File: src/common/hsa_defines.vh
// hsa_defines.vh: constants of the actuator status aggregator
// assumes: included by bare name from the design and verification files, no other dependencies
`ifndef HSA_DEFINES_VH
`define HSA_DEFINES_VH

// register byte addresses on the apb bus
`define HSA_OFF_CTRL 12'h000
`define HSA_OFF_POS_ZERO 12'h004
`define HSA_OFF_POS_GAIN 12'h008
`define HSA_OFF_TRQ_SCALE 12'h00c
`define HSA_OFF_FIX_VAL 12'h010
`define HSA_OFF_DEV_STAT 12'h014
`define HSA_OFF_PV_SV 12'h018
`define HSA_OFF_TV_QV 12'h01c
`define HSA_OFF_EXT0 12'h020
`define HSA_OFF_EXT4 12'h030

// control register fields
`define HSA_CTRL_TV_ALT 0
`define HSA_CTRL_QV_ALT 1
`define HSA_CTRL_TV_FIX 2
`define HSA_CTRL_QV_FIX 3
`define HSA_CTRL_SELFTEST 8

// reset values
`define HSA_RST_CTRL 4'h0
`define HSA_RST_POS_ZERO 16'h0000
`define HSA_RST_POS_GAIN 16'h0000
`define HSA_RST_TRQ_SCALE 16'h0100
`define HSA_RST_FIX_VAL 16'h0000

// device variable numbers behind pv, sv, tv, qv
`define HSA_DVN_PV 8'h00
`define HSA_DVN_SV 8'h01
`define HSA_DVN_TV 8'h02
`define HSA_DVN_QV 8'h03
`define HSA_DVN_POS2 8'h04
`define HSA_DVN_PRES2 8'h05
`define HSA_DVN_FIXED 8'h06

// loop current scaling, currents in microamps
`define HSA_LOOP_MIN_UA 17'h00fa0
`define HSA_LOOP_SPAN_UA 17'h03e80
`define HSA_PCT_FULL 16'h2710

// torque unit code, pound-force inches
`define HSA_UNIT_TORQUE 8'hf0

// device status byte fields
`define HSA_DS_MORE 4
`define HSA_DS_ALERT 7

// extended status: bytes 0..5 conditions, bytes 14..18 drive detail
`define HSA_NCOND 46
`define HSA_NDRV 40
`define HSA_EXT_BYTES 19
`define HSA_BYTE6_WARN 48
`define HSA_BYTE6_ALARM 49
`define HSA_DRV_BASE 112
`define HSA_ALARM_MASK 46'h0600_1081_f400
`define HSA_OPT_MASK 46'h3f_ff_b1_fe_0b_ee

`endif

File: src/hw/hsa_status.v
// hsa_status.v: status and variable reporting core of a 4-20 ma loop actuator
// assumes: one 250 mhz clock, apb register access, condition and sensor
// inputs come from logic on the same clock, the reply framer reads outputs.
//
// How it works
// RULE1 - pv is setpoint, sv position, tv torque, qv accumulator pressure.
// RULE2 - tv and qv may carry secondary position or pressure, or a fixed test value.
// RULE3 - torque is close minus open pressure times model scale, signed by direction.
// RULE4 - accumulator loop current 4 to 20 ma maps linearly onto 0 to 3000 psi.
// RULE5 - control loop current is the position setpoint, reported in percent.
// RULE6 - position is reported as percent of the calibrated stroke span.
// RULE7 - device status bit 4 is set while any extended condition is active.
// RULE8 - host reads the extended status after seeing bit 4 set.
// RULE9 - extended status answer is exactly 19 bytes.
// RULE10 - alarm conditions set status bits 4 and 7, warnings only bit 4.
// RULE11 - condition bits sit in bytes 0 to 5, each with a fixed class.
// RULE12 - byte 6 bit 0 is high when any warning bit is set.
// RULE13 - byte 6 bit 1 is high when any alarm bit is set.
// RULE14 - bits of optional hardware are never set on models without it.
// RULE15 - primary and dual drive detail from byte 14 bit 0, ten bits each.
// RULE16 - accumulator drive from byte 16 bit 4, booster up to byte 18 bit 7, warnings.
// RULE17 - startup and reset self-test may set and clear every condition bit.
// RULE18 - background self-test only sets bits, never clears them.
// RULE19 - torque is reported with unit code 240, pound-force inches.
// RULE20 - no burst mode: nothing is sent unless the host asks.
// RULE21 - bytes 7 to 13 and unused bit positions read as zero.
//
// Decided for this implementation: the register addresses and the APB slave port.
`timescale 1ns/100ps
`include "hsa_defines.vh"

module hsa_status #(
   parameter [`HSA_NCOND-1:0] P_FIT_COND = {`HSA_NCOND{1'b1}},
   parameter [`HSA_NDRV-1:0] P_FIT_DRV = {`HSA_NDRV{1'b1}}
) (
   input wire i_clk,
   input wire i_rst_n,
   input wire i_ce,
   // apb slave
   input wire i_psel,
   input wire i_penable,
   input wire i_pwrite,
   input wire [11:0] i_paddr,
   input wire [31:0] i_pwdata,
   output wire o_pready,
   output wire [31:0] o_prdata,
   output wire o_pslverr,
   // reset command from the protocol layer
   input wire i_reset_cmd,
   // self-test interface
   output wire o_selftest_req,
   input wire i_selftest_done,
   input wire [`HSA_NCOND-1:0] i_selftest_cond,
   input wire [`HSA_NDRV-1:0] i_selftest_drv,
   input wire [`HSA_NCOND-1:0] i_bg_cond,
   input wire [`HSA_NDRV-1:0] i_bg_drv,
   // measured quantities
   input wire [15:0] i_ctl_ua,
   input wire [15:0] i_acc_ua,
   input wire [15:0] i_pos_raw,
   input wire [15:0] i_close_press,
   input wire [15:0] i_open_press,
   input wire [15:0] i_pos2,
   input wire [15:0] i_press2,
   // reported values
   output wire [15:0] o_pv,
   output wire [15:0] o_sv,
   output wire [15:0] o_tv,
   output wire [15:0] o_qv,
   output wire [7:0] o_tv_dvn,
   output wire [7:0] o_qv_dvn,
   output wire [7:0] o_tv_unit,
   output wire [7:0] o_dev_status,
   output wire [8*`HSA_EXT_BYTES-1:0] o_ext_status
);

   // clamp a loop current to its 4..20 ma span, result 0..16000 microamps;
   // a broken loop reads below 4 ma and would otherwise wrap to a huge value,
   // so the floor is checked on the raw input before the subtraction is used.
   // currents above 20 ma saturate at full span rather than reporting over
   // range, which keeps pv and qv inside their documented limits.
   function [16:0] hsa_loop_span;
      input [15:0] ua;
      reg [16:0] d;
      begin
         d = {1'b0, ua} - `HSA_LOOP_MIN_UA;
         if (ua < `HSA_LOOP_MIN_UA) begin
            hsa_loop_span = 17'h00000;
         end else if (d > `HSA_LOOP_SPAN_UA) begin
            hsa_loop_span = `HSA_LOOP_SPAN_UA;
         end else begin
            hsa_loop_span = d;
         end
      end
   endfunction

   reg [3:0] ctrl_ff;
   reg [15:0] pos_zero_ff, pos_gain_ff, trq_scale_ff, fix_val_ff;
   reg [`HSA_NCOND-1:0] cond_ff;
   reg [`HSA_NDRV-1:0] drv_ff;
   reg st_req_ff;
   reg pready_ff, pslverr_ff;
   reg [31:0] prdata_ff;
   reg [15:0] pv_ff, sv_ff, tv_ff, qv_ff;
   reg [7:0] tv_dvn_ff, qv_dvn_ff, tv_unit_ff, dev_status_ff;
   reg [8*`HSA_EXT_BYTES-1:0] ext_ff;

   // optional bits survive only where the model has the hardware
   wire [`HSA_NCOND-1:0] cond_keep = ~`HSA_OPT_MASK | P_FIT_COND; // RULE14
   wire [`HSA_NDRV-1:0] drv_keep = P_FIT_DRV; // RULE14

   // apb decode; writes land at the edge that sees pready high
   wire apb_access = i_psel & i_penable;
   wire apb_commit = apb_access & pready_ff;
   wire apb_wr = apb_commit & i_pwrite;
   wire cmd_selftest = apb_wr & (i_paddr == `HSA_OFF_CTRL) & i_pwdata[`HSA_CTRL_SELFTEST];

   // condition classes
   // the alarm mask marks the alarm-class positions of bytes 0..5; all other
   // condition bits and every drive detail bit are warning class.
   // the summaries are built from the registered set, so the summary bits,
   // the device status byte and the image all move on the same edge.
   wire any_alarm = |(cond_ff & `HSA_ALARM_MASK); // RULE10
   wire any_warn = |(cond_ff & ~`HSA_ALARM_MASK) | (|drv_ff); // RULE16
   wire any_cond = any_alarm | any_warn;

   // next condition state: a startup or reset self-test result replaces the set,
   // background failures are ored in so a failure in the load cycle still lands
   reg [`HSA_NCOND-1:0] nxt_cond;
   reg [`HSA_NDRV-1:0] nxt_drv;
   always @* begin
      if (i_selftest_done) begin
         nxt_cond = i_selftest_cond | i_bg_cond; // RULE17
         nxt_drv = i_selftest_drv | i_bg_drv; // RULE17
      end else begin
         nxt_cond = cond_ff | i_bg_cond; // RULE18
         nxt_drv = drv_ff | i_bg_drv; // RULE18
      end
   end

   always @(posedge i_clk) begin
      if (!i_rst_n) begin
         cond_ff <= {`HSA_NCOND{1'b0}};
         drv_ff <= {`HSA_NDRV{1'b0}};
      end else if (i_ce) begin
         cond_ff <= nxt_cond & cond_keep; // RULE11 RULE14
         drv_ff <= nxt_drv & drv_keep; // RULE15 RULE16
      end
   end

   // self-test request: loaded high by reset and held through it (power-up), then raised on a reset command and on a control write with the self-test bit
   always @(posedge i_clk) begin
      if (!i_rst_n) begin
         st_req_ff <= 1'b1;
      end else if (i_ce) begin
         st_req_ff <= i_reset_cmd | cmd_selftest; // RULE17
      end
   end

   // extended status image, 19 bytes, unlisted positions stay zero
   // layout: bytes 0..5 condition bits, byte 6 the two class summaries,
   // bytes 7..13 reserved, bytes 14..18 the drive detail groups.
   // the image is registered so a reply framer reading it mid-update
   // never sees a half-written set.
   reg [8*`HSA_EXT_BYTES-1:0] nxt_ext;
   always @* begin
      nxt_ext = {(8*`HSA_EXT_BYTES){1'b0}}; // RULE21
      nxt_ext[`HSA_NCOND-1:0] = cond_ff; // RULE11
      nxt_ext[`HSA_BYTE6_WARN] = any_warn; // RULE12
      nxt_ext[`HSA_BYTE6_ALARM] = any_alarm; // RULE13
      nxt_ext[`HSA_DRV_BASE +: `HSA_NDRV] = drv_ff; // RULE15 RULE16
   end

   // device status byte, carried by every reply the framer builds
   reg [7:0] nxt_dev_status;
   always @* begin
      nxt_dev_status = 8'h00;
      nxt_dev_status[`HSA_DS_MORE] = any_cond; // RULE7 RULE10
      nxt_dev_status[`HSA_DS_ALERT] = any_alarm; // RULE10
   end

   always @(posedge i_clk) begin
      if (!i_rst_n) begin
         ext_ff <= {(8*`HSA_EXT_BYTES){1'b0}};
         dev_status_ff <= 8'h00;
      end else if (i_ce) begin
         ext_ff <= nxt_ext; // RULE9
         dev_status_ff <= nxt_dev_status;
      end
   end

   // setpoint in 0.01 %: (ua - 4000) * 10000 / 16000 = span * 5 / 8
   wire [16:0] ctl_span = hsa_loop_span(i_ctl_ua);
   wire [19:0] ctl_x5 = {3'b000, ctl_span} * 20'h00005;
   wire [15:0] nxt_pv = ctl_x5[18:3]; // RULE5

   // accumulator in psi: (ua - 4000) * 3000 / 16000 = span * 3 / 16
   wire [16:0] acc_span = hsa_loop_span(i_acc_ua);
   wire [19:0] acc_x3 = {3'b000, acc_span} * 20'h00003;
   wire [15:0] acc_psi = acc_x3[19:4]; // RULE4

   // position: offset from calibrated zero times software gain, 16 fractional bits;
   // the gain is the reciprocal of the span so no divider is needed
   wire [15:0] pos_off = (i_pos_raw > pos_zero_ff) ? (i_pos_raw - pos_zero_ff) : 16'h0000;
   wire [31:0] pos_prod = pos_off * pos_gain_ff;
   wire [15:0] nxt_sv = (pos_prod[31:16] > `HSA_PCT_FULL) ? `HSA_PCT_FULL : pos_prod[31:16]; // RULE6

   // torque: positive when close pressure exceeds open (extending or cw);
   // the product is not saturated, so the scale must keep it within 16 bits
   wire signed [16:0] trq_diff = $signed({1'b0, i_close_press}) - $signed({1'b0, i_open_press});
   wire signed [32:0] trq_prod = trq_diff * $signed(trq_scale_ff);
   wire [15:0] trq_val = trq_prod[23:8]; // RULE3

   // dynamic variable selection, substitutes when sensing is absent
   reg [15:0] nxt_tv, nxt_qv;
   reg [7:0] nxt_tv_dvn, nxt_qv_dvn;
   always @* begin
      if (ctrl_ff[`HSA_CTRL_TV_FIX]) begin
         nxt_tv = fix_val_ff; // RULE2
         nxt_tv_dvn = `HSA_DVN_FIXED;
      end else if (ctrl_ff[`HSA_CTRL_TV_ALT]) begin
         nxt_tv = i_pos2; // RULE2
         nxt_tv_dvn = `HSA_DVN_POS2;
      end else begin
         nxt_tv = trq_val; // RULE1
         nxt_tv_dvn = `HSA_DVN_TV;
      end
      if (ctrl_ff[`HSA_CTRL_QV_FIX]) begin
         nxt_qv = fix_val_ff; // RULE2
         nxt_qv_dvn = `HSA_DVN_FIXED;
      end else if (ctrl_ff[`HSA_CTRL_QV_ALT]) begin
         nxt_qv = i_press2; // RULE2
         nxt_qv_dvn = `HSA_DVN_PRES2;
      end else begin
         nxt_qv = acc_psi; // RULE1
         nxt_qv_dvn = `HSA_DVN_QV;
      end
   end

   always @(posedge i_clk) begin
      if (!i_rst_n) begin
         pv_ff <= 16'h0000;
         sv_ff <= 16'h0000;
         tv_ff <= 16'h0000;
         qv_ff <= 16'h0000;
         tv_dvn_ff <= `HSA_DVN_TV;
         qv_dvn_ff <= `HSA_DVN_QV;
         tv_unit_ff <= `HSA_UNIT_TORQUE;
      end else if (i_ce) begin
         pv_ff <= nxt_pv; // RULE1
         sv_ff <= nxt_sv; // RULE1
         tv_ff <= nxt_tv;
         qv_ff <= nxt_qv;
         tv_dvn_ff <= nxt_tv_dvn;
         qv_dvn_ff <= nxt_qv_dvn;
         tv_unit_ff <= `HSA_UNIT_TORQUE; // RULE19
      end
   end

   // register writes
   // only the five writable words are decoded; writes elsewhere are refused
   // with pslverr and leave every register untouched.
   // the self-test bit of the control word is a strobe and is not stored.
   always @(posedge i_clk) begin
      if (!i_rst_n) begin
         ctrl_ff <= `HSA_RST_CTRL;
         pos_zero_ff <= `HSA_RST_POS_ZERO;
         pos_gain_ff <= `HSA_RST_POS_GAIN;
         trq_scale_ff <= `HSA_RST_TRQ_SCALE;
         fix_val_ff <= `HSA_RST_FIX_VAL;
      end else if (i_ce && apb_wr) begin
         case (i_paddr)
            `HSA_OFF_CTRL: ctrl_ff <= i_pwdata[3:0];
            `HSA_OFF_POS_ZERO: pos_zero_ff <= i_pwdata[15:0];
            `HSA_OFF_POS_GAIN: pos_gain_ff <= i_pwdata[15:0];
            `HSA_OFF_TRQ_SCALE: trq_scale_ff <= i_pwdata[15:0];
            `HSA_OFF_FIX_VAL: fix_val_ff <= i_pwdata[15:0];
            default: ctrl_ff <= ctrl_ff;
         endcase
      end
   end

   // read mux and address check, evaluated in the first access cycle
   reg [31:0] rd_word;
   reg rd_bad;
   always @* begin
      rd_bad = 1'b0;
      case (i_paddr)
         `HSA_OFF_CTRL: rd_word = {28'h0000000, ctrl_ff};
         `HSA_OFF_POS_ZERO: rd_word = {16'h0000, pos_zero_ff};
         `HSA_OFF_POS_GAIN: rd_word = {16'h0000, pos_gain_ff};
         `HSA_OFF_TRQ_SCALE: rd_word = {16'h0000, trq_scale_ff};
         `HSA_OFF_FIX_VAL: rd_word = {16'h0000, fix_val_ff};
         `HSA_OFF_DEV_STAT: rd_word = {24'h000000, dev_status_ff};
         `HSA_OFF_PV_SV: rd_word = {sv_ff, pv_ff};
         `HSA_OFF_TV_QV: rd_word = {qv_ff, tv_ff};
         12'h020: rd_word = ext_ff[31:0];
         12'h024: rd_word = ext_ff[63:32];
         12'h028: rd_word = ext_ff[95:64];
         12'h02c: rd_word = ext_ff[127:96];
         `HSA_OFF_EXT4: rd_word = {8'h00, ext_ff[151:128]};
         default: begin
            rd_word = 32'h00000000;
            rd_bad = 1'b1;
         end
      endcase
   end

   // one wait state: pready rises in the second access cycle, then falls
   // read data is captured with pready so the mux never has to hold
   // its address stable past the access; the cost is one extra cycle.
   always @(posedge i_clk) begin
      if (!i_rst_n) begin
         pready_ff <= 1'b0;
         prdata_ff <= 32'h00000000;
         pslverr_ff <= 1'b0;
      end else if (i_ce) begin
         if (apb_access && !pready_ff) begin
            pready_ff <= 1'b1;
            prdata_ff <= i_pwrite ? 32'h00000000 : rd_word;
            pslverr_ff <= rd_bad | (i_pwrite & (i_paddr > `HSA_OFF_FIX_VAL));
         end else begin
            pready_ff <= 1'b0;
            prdata_ff <= 32'h00000000;
            pslverr_ff <= 1'b0;
         end
      end
   end

   // nothing here can start a reply on its own: values only wait to be read
   assign o_pready = pready_ff;
   assign o_prdata = prdata_ff;
   assign o_pslverr = pslverr_ff;
   assign o_selftest_req = st_req_ff;
   assign o_pv = pv_ff;
   assign o_sv = sv_ff;
   assign o_tv = tv_ff;
   assign o_qv = qv_ff;
   assign o_tv_dvn = tv_dvn_ff;
   assign o_qv_dvn = qv_dvn_ff;
   assign o_tv_unit = tv_unit_ff;
   assign o_dev_status = dev_status_ff; // RULE20
   assign o_ext_status = ext_ff;

endmodule // hsa_status

File: config.mk
export PLATFORM = sky130hd
export DESIGN_NAME = hsa_status
export DESIGN_NICKNAME = d
export VERILOG_FILES = /design/src/hw/hsa_status.v
export VERILOG_INCLUDE_DIRS = /design/src /design/src/common
export SDC_FILE = /design/constraint.sdc
export NUM_CORES = 2
export LEC_CHECK = 0
export BUFFER_PORTS_ARGS = -buffer_cell sky130_fd_sc_hd__buf_2
export CORE_MARGIN = 2
export CORE_UTILIZATION = 45
export DETAILED_ROUTE_END_ITERATION = 6
export PLACE_DENSITY = 0.66
export SYNTH_ARGS = -nofsm -noshare
export SYNTH_HDL_FRONTEND = slang
export SYNTH_SLANG_ARGS = --single-unit
File: constraint.sdc
create_clock -name i_clk -period 9.6 [get_ports i_clk]
set_input_delay 0 -clock i_clk [delete_from_list [all_inputs] [get_ports i_clk]]
set_output_delay 0 -clock i_clk [all_outputs]
set_load 0.03 [all_outputs]
After elaboration in Yosys (flattened, before gate mapping)
Index checks and enable logic that the tools add are counted.
W data, S select, Z words.
{ "classes": {"bitwise": 14, "n_eq_ne": 12, "order_cmp": 7, "shifts": 0, "reduce_logical": 13, "mul": 4, "n_addsub": 4, "div_mod_pow": 0, "n_mux": 22} }
{ "ops": {"columns": ["op", "n"], "rows": [
  ["$pmux W32 S12", 1],
  ["$mux W16", 6],
  ["$or A46 B46 Y46", 2],
  ["$or A40 B40 Y40", 2],
  ["$mux W17", 4],
  ["$mux W32", 2],
  ["$eq A12 B6 Y1 const B", 5],
  ["$eq A12 B5 Y1 const B", 4],
  ["$mux W46", 1],
  ["$mux W40", 1],
  ["$reduce_or A40 Y1", 1],
  ["$reduce_or A36 Y1", 1],
  ["$gt A17 B14 Y1 const B", 2],
  ["$sub A16 B12 Y17 const B", 2],
  ["$lt A16 B12 Y1 const B", 2],
  ["$mul A16 B16 Y32", 1],
  ["$eq A12 B4 Y1 const B", 2],
  ["$mul A17 B16 Y24", 1],
  ["$mul A17 B2 Y19 const B", 1],
  ["$mul A17 B3 Y19 const B", 1],
  ["$sub A16 B16 Y17", 1],
  ["$gt A16 B14 Y1 const B", 1],
  ["$gt A16 B16 Y1", 1],
  ["$sub A16 B16 Y16", 1],
  ["12 further kinds", 30]
]} }
{ "totals": {"ff_bits": 359, "rom_bits": 0, "n_memories": 0, "latchBits": 0, "output_inout_bits": 283, "ramBits": 0} }

Longest topological paths before layout
{ "depth": {"word_depth": 7, "ltp_mapped": 41, "mapped_depth_nobuf": 39} }

Worst setup path after synthesis
Ideal clock, no wire load.
{ "synth_timing": {"path_kind": "register to register", "startpoint": "register pos_zero_ff[1]", "endpoint": "register sv_ff[0], in the netlist o_sv[0]", "arrival_time_ns": 9.087, "required_time_ns": 9.483, "path_stages_with_launch": 41, "setup_slack_ns": 0.395, "setup_time_ns": 0.117, "cell_sequence": "dfxtp_1 > inv_1 > ha_1 > nor2b_1 > o21ai_1 > a21boi_1 > o21ai_0 > a21oi_1 > o21ai_1 > a21boi_1 > o21ai_1 > a21oi_1 > o211ai_1 > a21boi_1 > mux2_2 > clkbuf_1 > o21ai_0 > fa_1 > [5 not listed] > inv_1 > fa_1 > inv_1 > ha_1 > clkbuf_1 > a21o_1 > a21o_1 > a21oi_1 > o21ai_1 > a221oi_1 > o311a_1 > o31ai_4 > a21oi_2 > xor2_1 > or4_4 > o2bb2ai_4 > o31ai_4 > a32o_1"} }
{ "synth_via": {"elab_chain_cells": 5, "elab_cells_between_ends": 6, "cone_classes": "1 x add/sub; 1 x mul; 2 x order compare; 2 x mux"} }
{ "synth_rtl": {"columns": ["item", "line_no", "rtl"], "rows": [
  ["from (decl)", "hsa_status.v:98", "reg [15:0] pos_zero_ff, pos_gain_ff, trq_scale_ff, fix_val_ff;"],
  ["from (signal assigned)", "hsa_status.v:267", "pos_zero_ff <= `HSA_RST_POS_ZERO;"],
  ["from (signal assigned)", "hsa_status.v:274", "`HSA_OFF_POS_ZERO: pos_zero_ff <= i_pwdata[15:0];"],
  ["$sub A16 B16 Y16 / $gt A16 B16 Y1 (equally long branches)", "hsa_status.v:204", "wire [15:0] pos_off = (i_pos_raw > pos_zero_ff) ? (i_pos_raw - pos_zero_ff) : 16'h0000;"],
  ["$mux W16 *", "hsa_status.v:204", null],
  ["$mul A16 B16 Y32 *", "hsa_status.v:205", "wire [31:0] pos_prod = pos_off * pos_gain_ff;"],
  ["$gt A16 B14 Y1 (no source line)", null, null],
  ["$mux W16 *", "hsa_status.v:206", "wire [15:0] nxt_sv = (pos_prod[31:16] > `HSA_PCT_FULL) ? `HSA_PCT_FULL : pos_prod[31:16];"],
  ["to (signal assigned)", "hsa_status.v:251", "sv_ff <= nxt_sv;"],
  ["to (decl)", "hsa_status.v:104", "reg [15:0] pv_ff, sv_ff, tv_ff, qv_ff;"]
]} }
Mark *: on every way between the ends. The rest lies on a longest branch, timed or not.
A chain may end at the register's enable or synchronous reset.

Final worst setup path
{ "layout_timing": {"startpoint": "register pos_zero_ff[1]", "endpoint": "register sv_ff[1], in the netlist o_sv[1]"} }
The elaborated chain is that of the path after synthesis.

==> flow_metrics.py <==
metrics = {
    "clock_network": {
        "cts.root.buffer_cell": "sky130_fd_sc_hd__clkbuf_16",
        "tritoncts": "yes",
        "cts-root-to-sink-buffers": 3,
        "clkLatencyLatePin_ns": 0.57,
        "cts-htree-levels": 2,
        "cts-buffers-inserted": 38,
        "clock-sinks": 347,
        "clk_pin_slew_ns": 0.06,
    },
    "setup_path": {
        "max_stage_delay_ns": 0.59,
        "crit_path_top_delay_cell": "sky130_fd_sc_hd__or4_4",
        "critical_path_required_ns": 10.05,
        "worst-path-max-fanout": 15,
        "critPathLaunch": "pos_zero_ff[1]$_SDFFE_PN0P_",
        "crit_type": "flip-flop to flip-flop",
        "worst_ep_arrival_time_ns": 9.59,
        "endpoint_kind": "flip-flop",
        "reg2reg_to": "o_sv[1]$_SDFFE_PN0P_",
        "worstSetupStartpointType": "flip-flop",
        "rr_worst_depth": 40,
        "timing.reg2reg.setup_slack_ns": 0.46,
        "timing.rr.start": "pos_zero_ff[1]$_SDFFE_PN0P_",
    },
    "yosys": {
        "ys.flop_type": "sky130_fd_sc_hd__dfxtp_1",
        "synth-edff-count": 0,
        "avg_inst_size_synth_um2": 8.504,
        "yosys_warnings": 0,
        "async_reset_ff_frac": 0,
        "commonest_cells_in_the_netlist": "sky130_fd_sc_hd__inv_1 (589), sky130_fd_sc_hd__nand2_1 (516), sky130_fd_sc_hd__fa_1 (384)",
        "synth.cell_area_mm2": 0.03506,
        "synth_top_cell_by_area": "sky130_fd_sc_hd__fa_1",
        "synth.distinct_cells": 83,
        "yosysSeqAreaShare": 0.1981,
        "synthTopCellsByArea": "sky130_fd_sc_hd__fa_1 (22%), sky130_fd_sc_hd__dfxtp_1 (20%), sky130_fd_sc_hd__ha_1 (9.0%)",
        "synth_top_area_share": 0.2192,
        "ffs_latches_synth": 347,
        "syn-instance-count": 4123,
        "synth.most_common_cell": "sky130_fd_sc_hd__inv_1",
    },
    "sta": {
        "worst_slew_margin_rel": 0.1688,
        "period_minus_slack_ns": 9.142,
        "worst_slew_pin_slew_ns": 1.238,
        "number_of_setup_violations_in_the_final_report": 0,
        "fmax_mhz": 109.4,
        "clock_skew_ns": 0.03203,
        "hold_viol_final": 0,
        "report.final.slew_viol_count": 0,
        "finalCritPeriodShare": 0.9523,
    },
    "detailed_routing": {
        "wirelength_um": 135400,
        "drt_iter0_drc": 2765,
        "avgRoutedWirePerCell_um": 22.81,
        "drcViolationCount": 0,
        "via_per_inst": 5.559,
        "antenna_left": 0,
        "routed-via-count": 33010,
        "dr.pass1.iters": 6,
    },
    "hold_path": {
        "hold_depth": 5,
        "min-delay-path-class": "primary input to flip-flop",
        "hold_path_end": "o_tv[5]$_SDFFE_PN0P_",
        "min_from": "i_pos2[5]",
    },
    "final_layout": {
        "fin_util": 0.5563,
        "multi_input_area_mm2": 0.02493,
        "area_growth_syn_to_layout_pct": 22.69,
        "fillerInstances": 7019,
        "drive_gt1_frac": 0.1500,
        "area.sequential_mm2": 0.006948,
        "final_nets": 5835,
    },
    "global_routing": {
        "pin_count_of_the_biggest_net_entering_global_routing": 122,
        "grt_util_all_layers": 0.3292,
        "overall_overflow_remaining_after_global_route": 0,
        "grt_pass1_wl_um": 201600,
        "antenna_found_initial": 8,
        "grt_pass1_vias": 32860,
    },
    "pwr": {
        "power.share.switching": 0.3390,
        "power.share.clock": 0.360,
        "vdd_drop_max_mv": 0.1144,
        "report.power.total_w": 0.004380,
        "internal-power_w": 0.002895,
        "power.static_leakage_nw": 20.28,
        "cellPowerDensity_mw_per_mm2": 101.8,
        "comb_power_share": 0.268,
        "power.sequential.fraction": 0.372,
        "switching_power_w": 0.001485,
    },
    "floorplan": {
        "die_width_um": 283.1,
        "core_mm2": 0.07734,
        "ioPinCount": 619,
        "rows": 102,
        "initial_utilization": 0.4534,
        "die_height_um": 283.1,
        "die-area_mm2": 0.08017,
    },
    "run_status": {
        "status": "completed",
    },
    "job": {
        "timing.max_cap.violations": 0,
    },
    "placed_design": {
        "io_buffers": 513,
        "gp_congestion": 0.9771,
        "detailedPlacementHpwl_um": 103900,
    },
}
[power groups by stage]
| stage | Combinational [W] | Clock [W] | Sequential [W] |
|---|---|---|---|
| floorplan | 0.000594 | 0 | 0.00168 |
| detailed placement | 0.00102 | 0 | 0.00166 |
| finish | 0.00118 | 0.00158 | 0.00163 |
| global placement | 0.00101 | 0 | 0.00165 |
| CTS | 0.00114 | 0.00158 | 0.00162 |
| global route | 0.00126 | 0.00163 | 0.00163 |
[worst max-delay path: cells and delay by family (launching register included)]
| family | cells | cell delay, ns |
|---|---|---|
| XOR/XNOR | 1 | 0.12 |
| multiplexers | 1 | 0.37 |
| buffers and inverters | 6 | 0.47 |
| adder cells (fa/ha/maj) | 8 | 3.32 |
| AO/OA/AOI/OAI | 22 | 3.68 |
| AND/OR/NAND/NOR | 2 | 0.72 |
| flip-flops | 1 | 0.34 |
[timing repair]
item	in CTS	in global routing
buffers inserted	0	9
endpoints found under the hold margin	192	0
pin swaps	1	13
resized for setup	3	20
hold buffers	286	0
endpoints found under the setup margin	10	14
[state kept, by name (all words and copies together), names as in the netlist]
| name | count |
|---|---|
| o_tv_dvn | 2 |
| pos_zero_ff | 16 |
| pos_gain_ff | 16 |
| o_dev_status | 1 |
| o_prdata | 32 |
| cond_ff | 46 |
| o_qv | 16 |
| o_sv | 16 |
| trq_scale_ff | 16 |
| drv_ff | 40 |
| o_tv | 16 |
| ctrl_ff | 4 |
| o_pslverr | 1 |
| o_ext_status | 88 |
| o_pready | 1 |
| fix_val_ff | 16 |
| o_pv | 16 |
| o_selftest_req | 1 |
| o_qv_dvn | 3 |
[cells in the final DEF (no fill, tap or decap), drive strengths merged, types with 10 or more instances in the layout]
cell type    netlist  layout
a222oi            15      15
nor3              28      28
mux2i            109     109
conb               2     103
xor2              36      36
o21ai            176     176
diode              0      10
a21o              65      65
a31oi             21      21
dfxtp            347     347
ha               252     252
nor2b            138     138
fa               384     384
nand2b            19      19
nor4              32      32
a21boi            76      76
clkbuf           188      51
a22o              17      17
and2             199     199
nor2             101     101
o31ai             98      98
a22oi             55      55
inv              590     592
nand3             31      31
o21a              17      17
o21bai            18      18
nand4             18      18
dlygate4sd3        0     286
o211ai            20      20
a21oi            200     200
nand2            516     516
buf              123     623
xnor2             69      69
and3              23      23
a221oi            31      31
[per-layer routing]
metal,GRT usage,part of all wire,up-vias
li1,-,-,14870
met5,0,0.000096,-
met1,0.4015,0.38,16110
met2,0.5425,0.47,1628
met4,0.2012,0.072,2
met3,0.05781,0.082,393
[final cells by class]
cell class / instances / share of cell area
multi-input cells: 2976 / 0.5795
clock buffers: 50 / 0.02411
clock inverters: 14 / 0.005962
well taps: 1040 / 0.03025
diodes: 10 / 0.0005817
inverters: 590 / 0.05148
flip-flops and latches: 347 / 0.1615
repair buffers: 910 / 0.1466
[cells by family after synthesis]
group           after synthesis  share of synthesized area
buf+inv                     901                     0.1062
fa+ha+maj                   636                     0.3092
mux                         111                    0.03176
other cells                   2                  0.0002142
flops                       347                     0.1981
compound gates              866                     0.1651
xor+xnor                    108                    0.02815
simple gates               1152                     0.1614
[per-stage QoR]
stage / worst slack [ns] / instances / hold WS, ns / setup TNS [ns] / instance area, µm²
final: 0.4576 / 5937 / 0.009952 / 0 / 43020
after global routing: -0.03184 / 5934 / 0.04371 / -0.08583 / 43010
after CTS: 0.04495 / 5918 / 0.001588 / 0 / 42860
after detailed placement: -0.09620 / 5568 / 0.2719 / -0.2713 / 38700
after global placement: 0.1369 / 5568 / 0.2678 / 0 / 38700
after floorplan: 0.3952 / 4224 / 0.1240 / 0 / 35440
[worst max-delay path by stage]
stage | end | depth (start not counted)
final | o_sv[1]$_SDFFE_PN0P_ | 40
after global routing | o_sv[2]$_SDFFE_PN0P_ | 39
after CTS | o_sv[1]$_SDFFE_PN0P_ | 40
after detailed placement | o_sv[1]$_SDFFE_PN0P_ | 38
after global placement | o_sv[2]$_SDFFE_PN0P_ | 38
after floorplan | o_sv[0]$_SDFFE_PN0P_ | 40
Power figures use the tool's default switching activity.
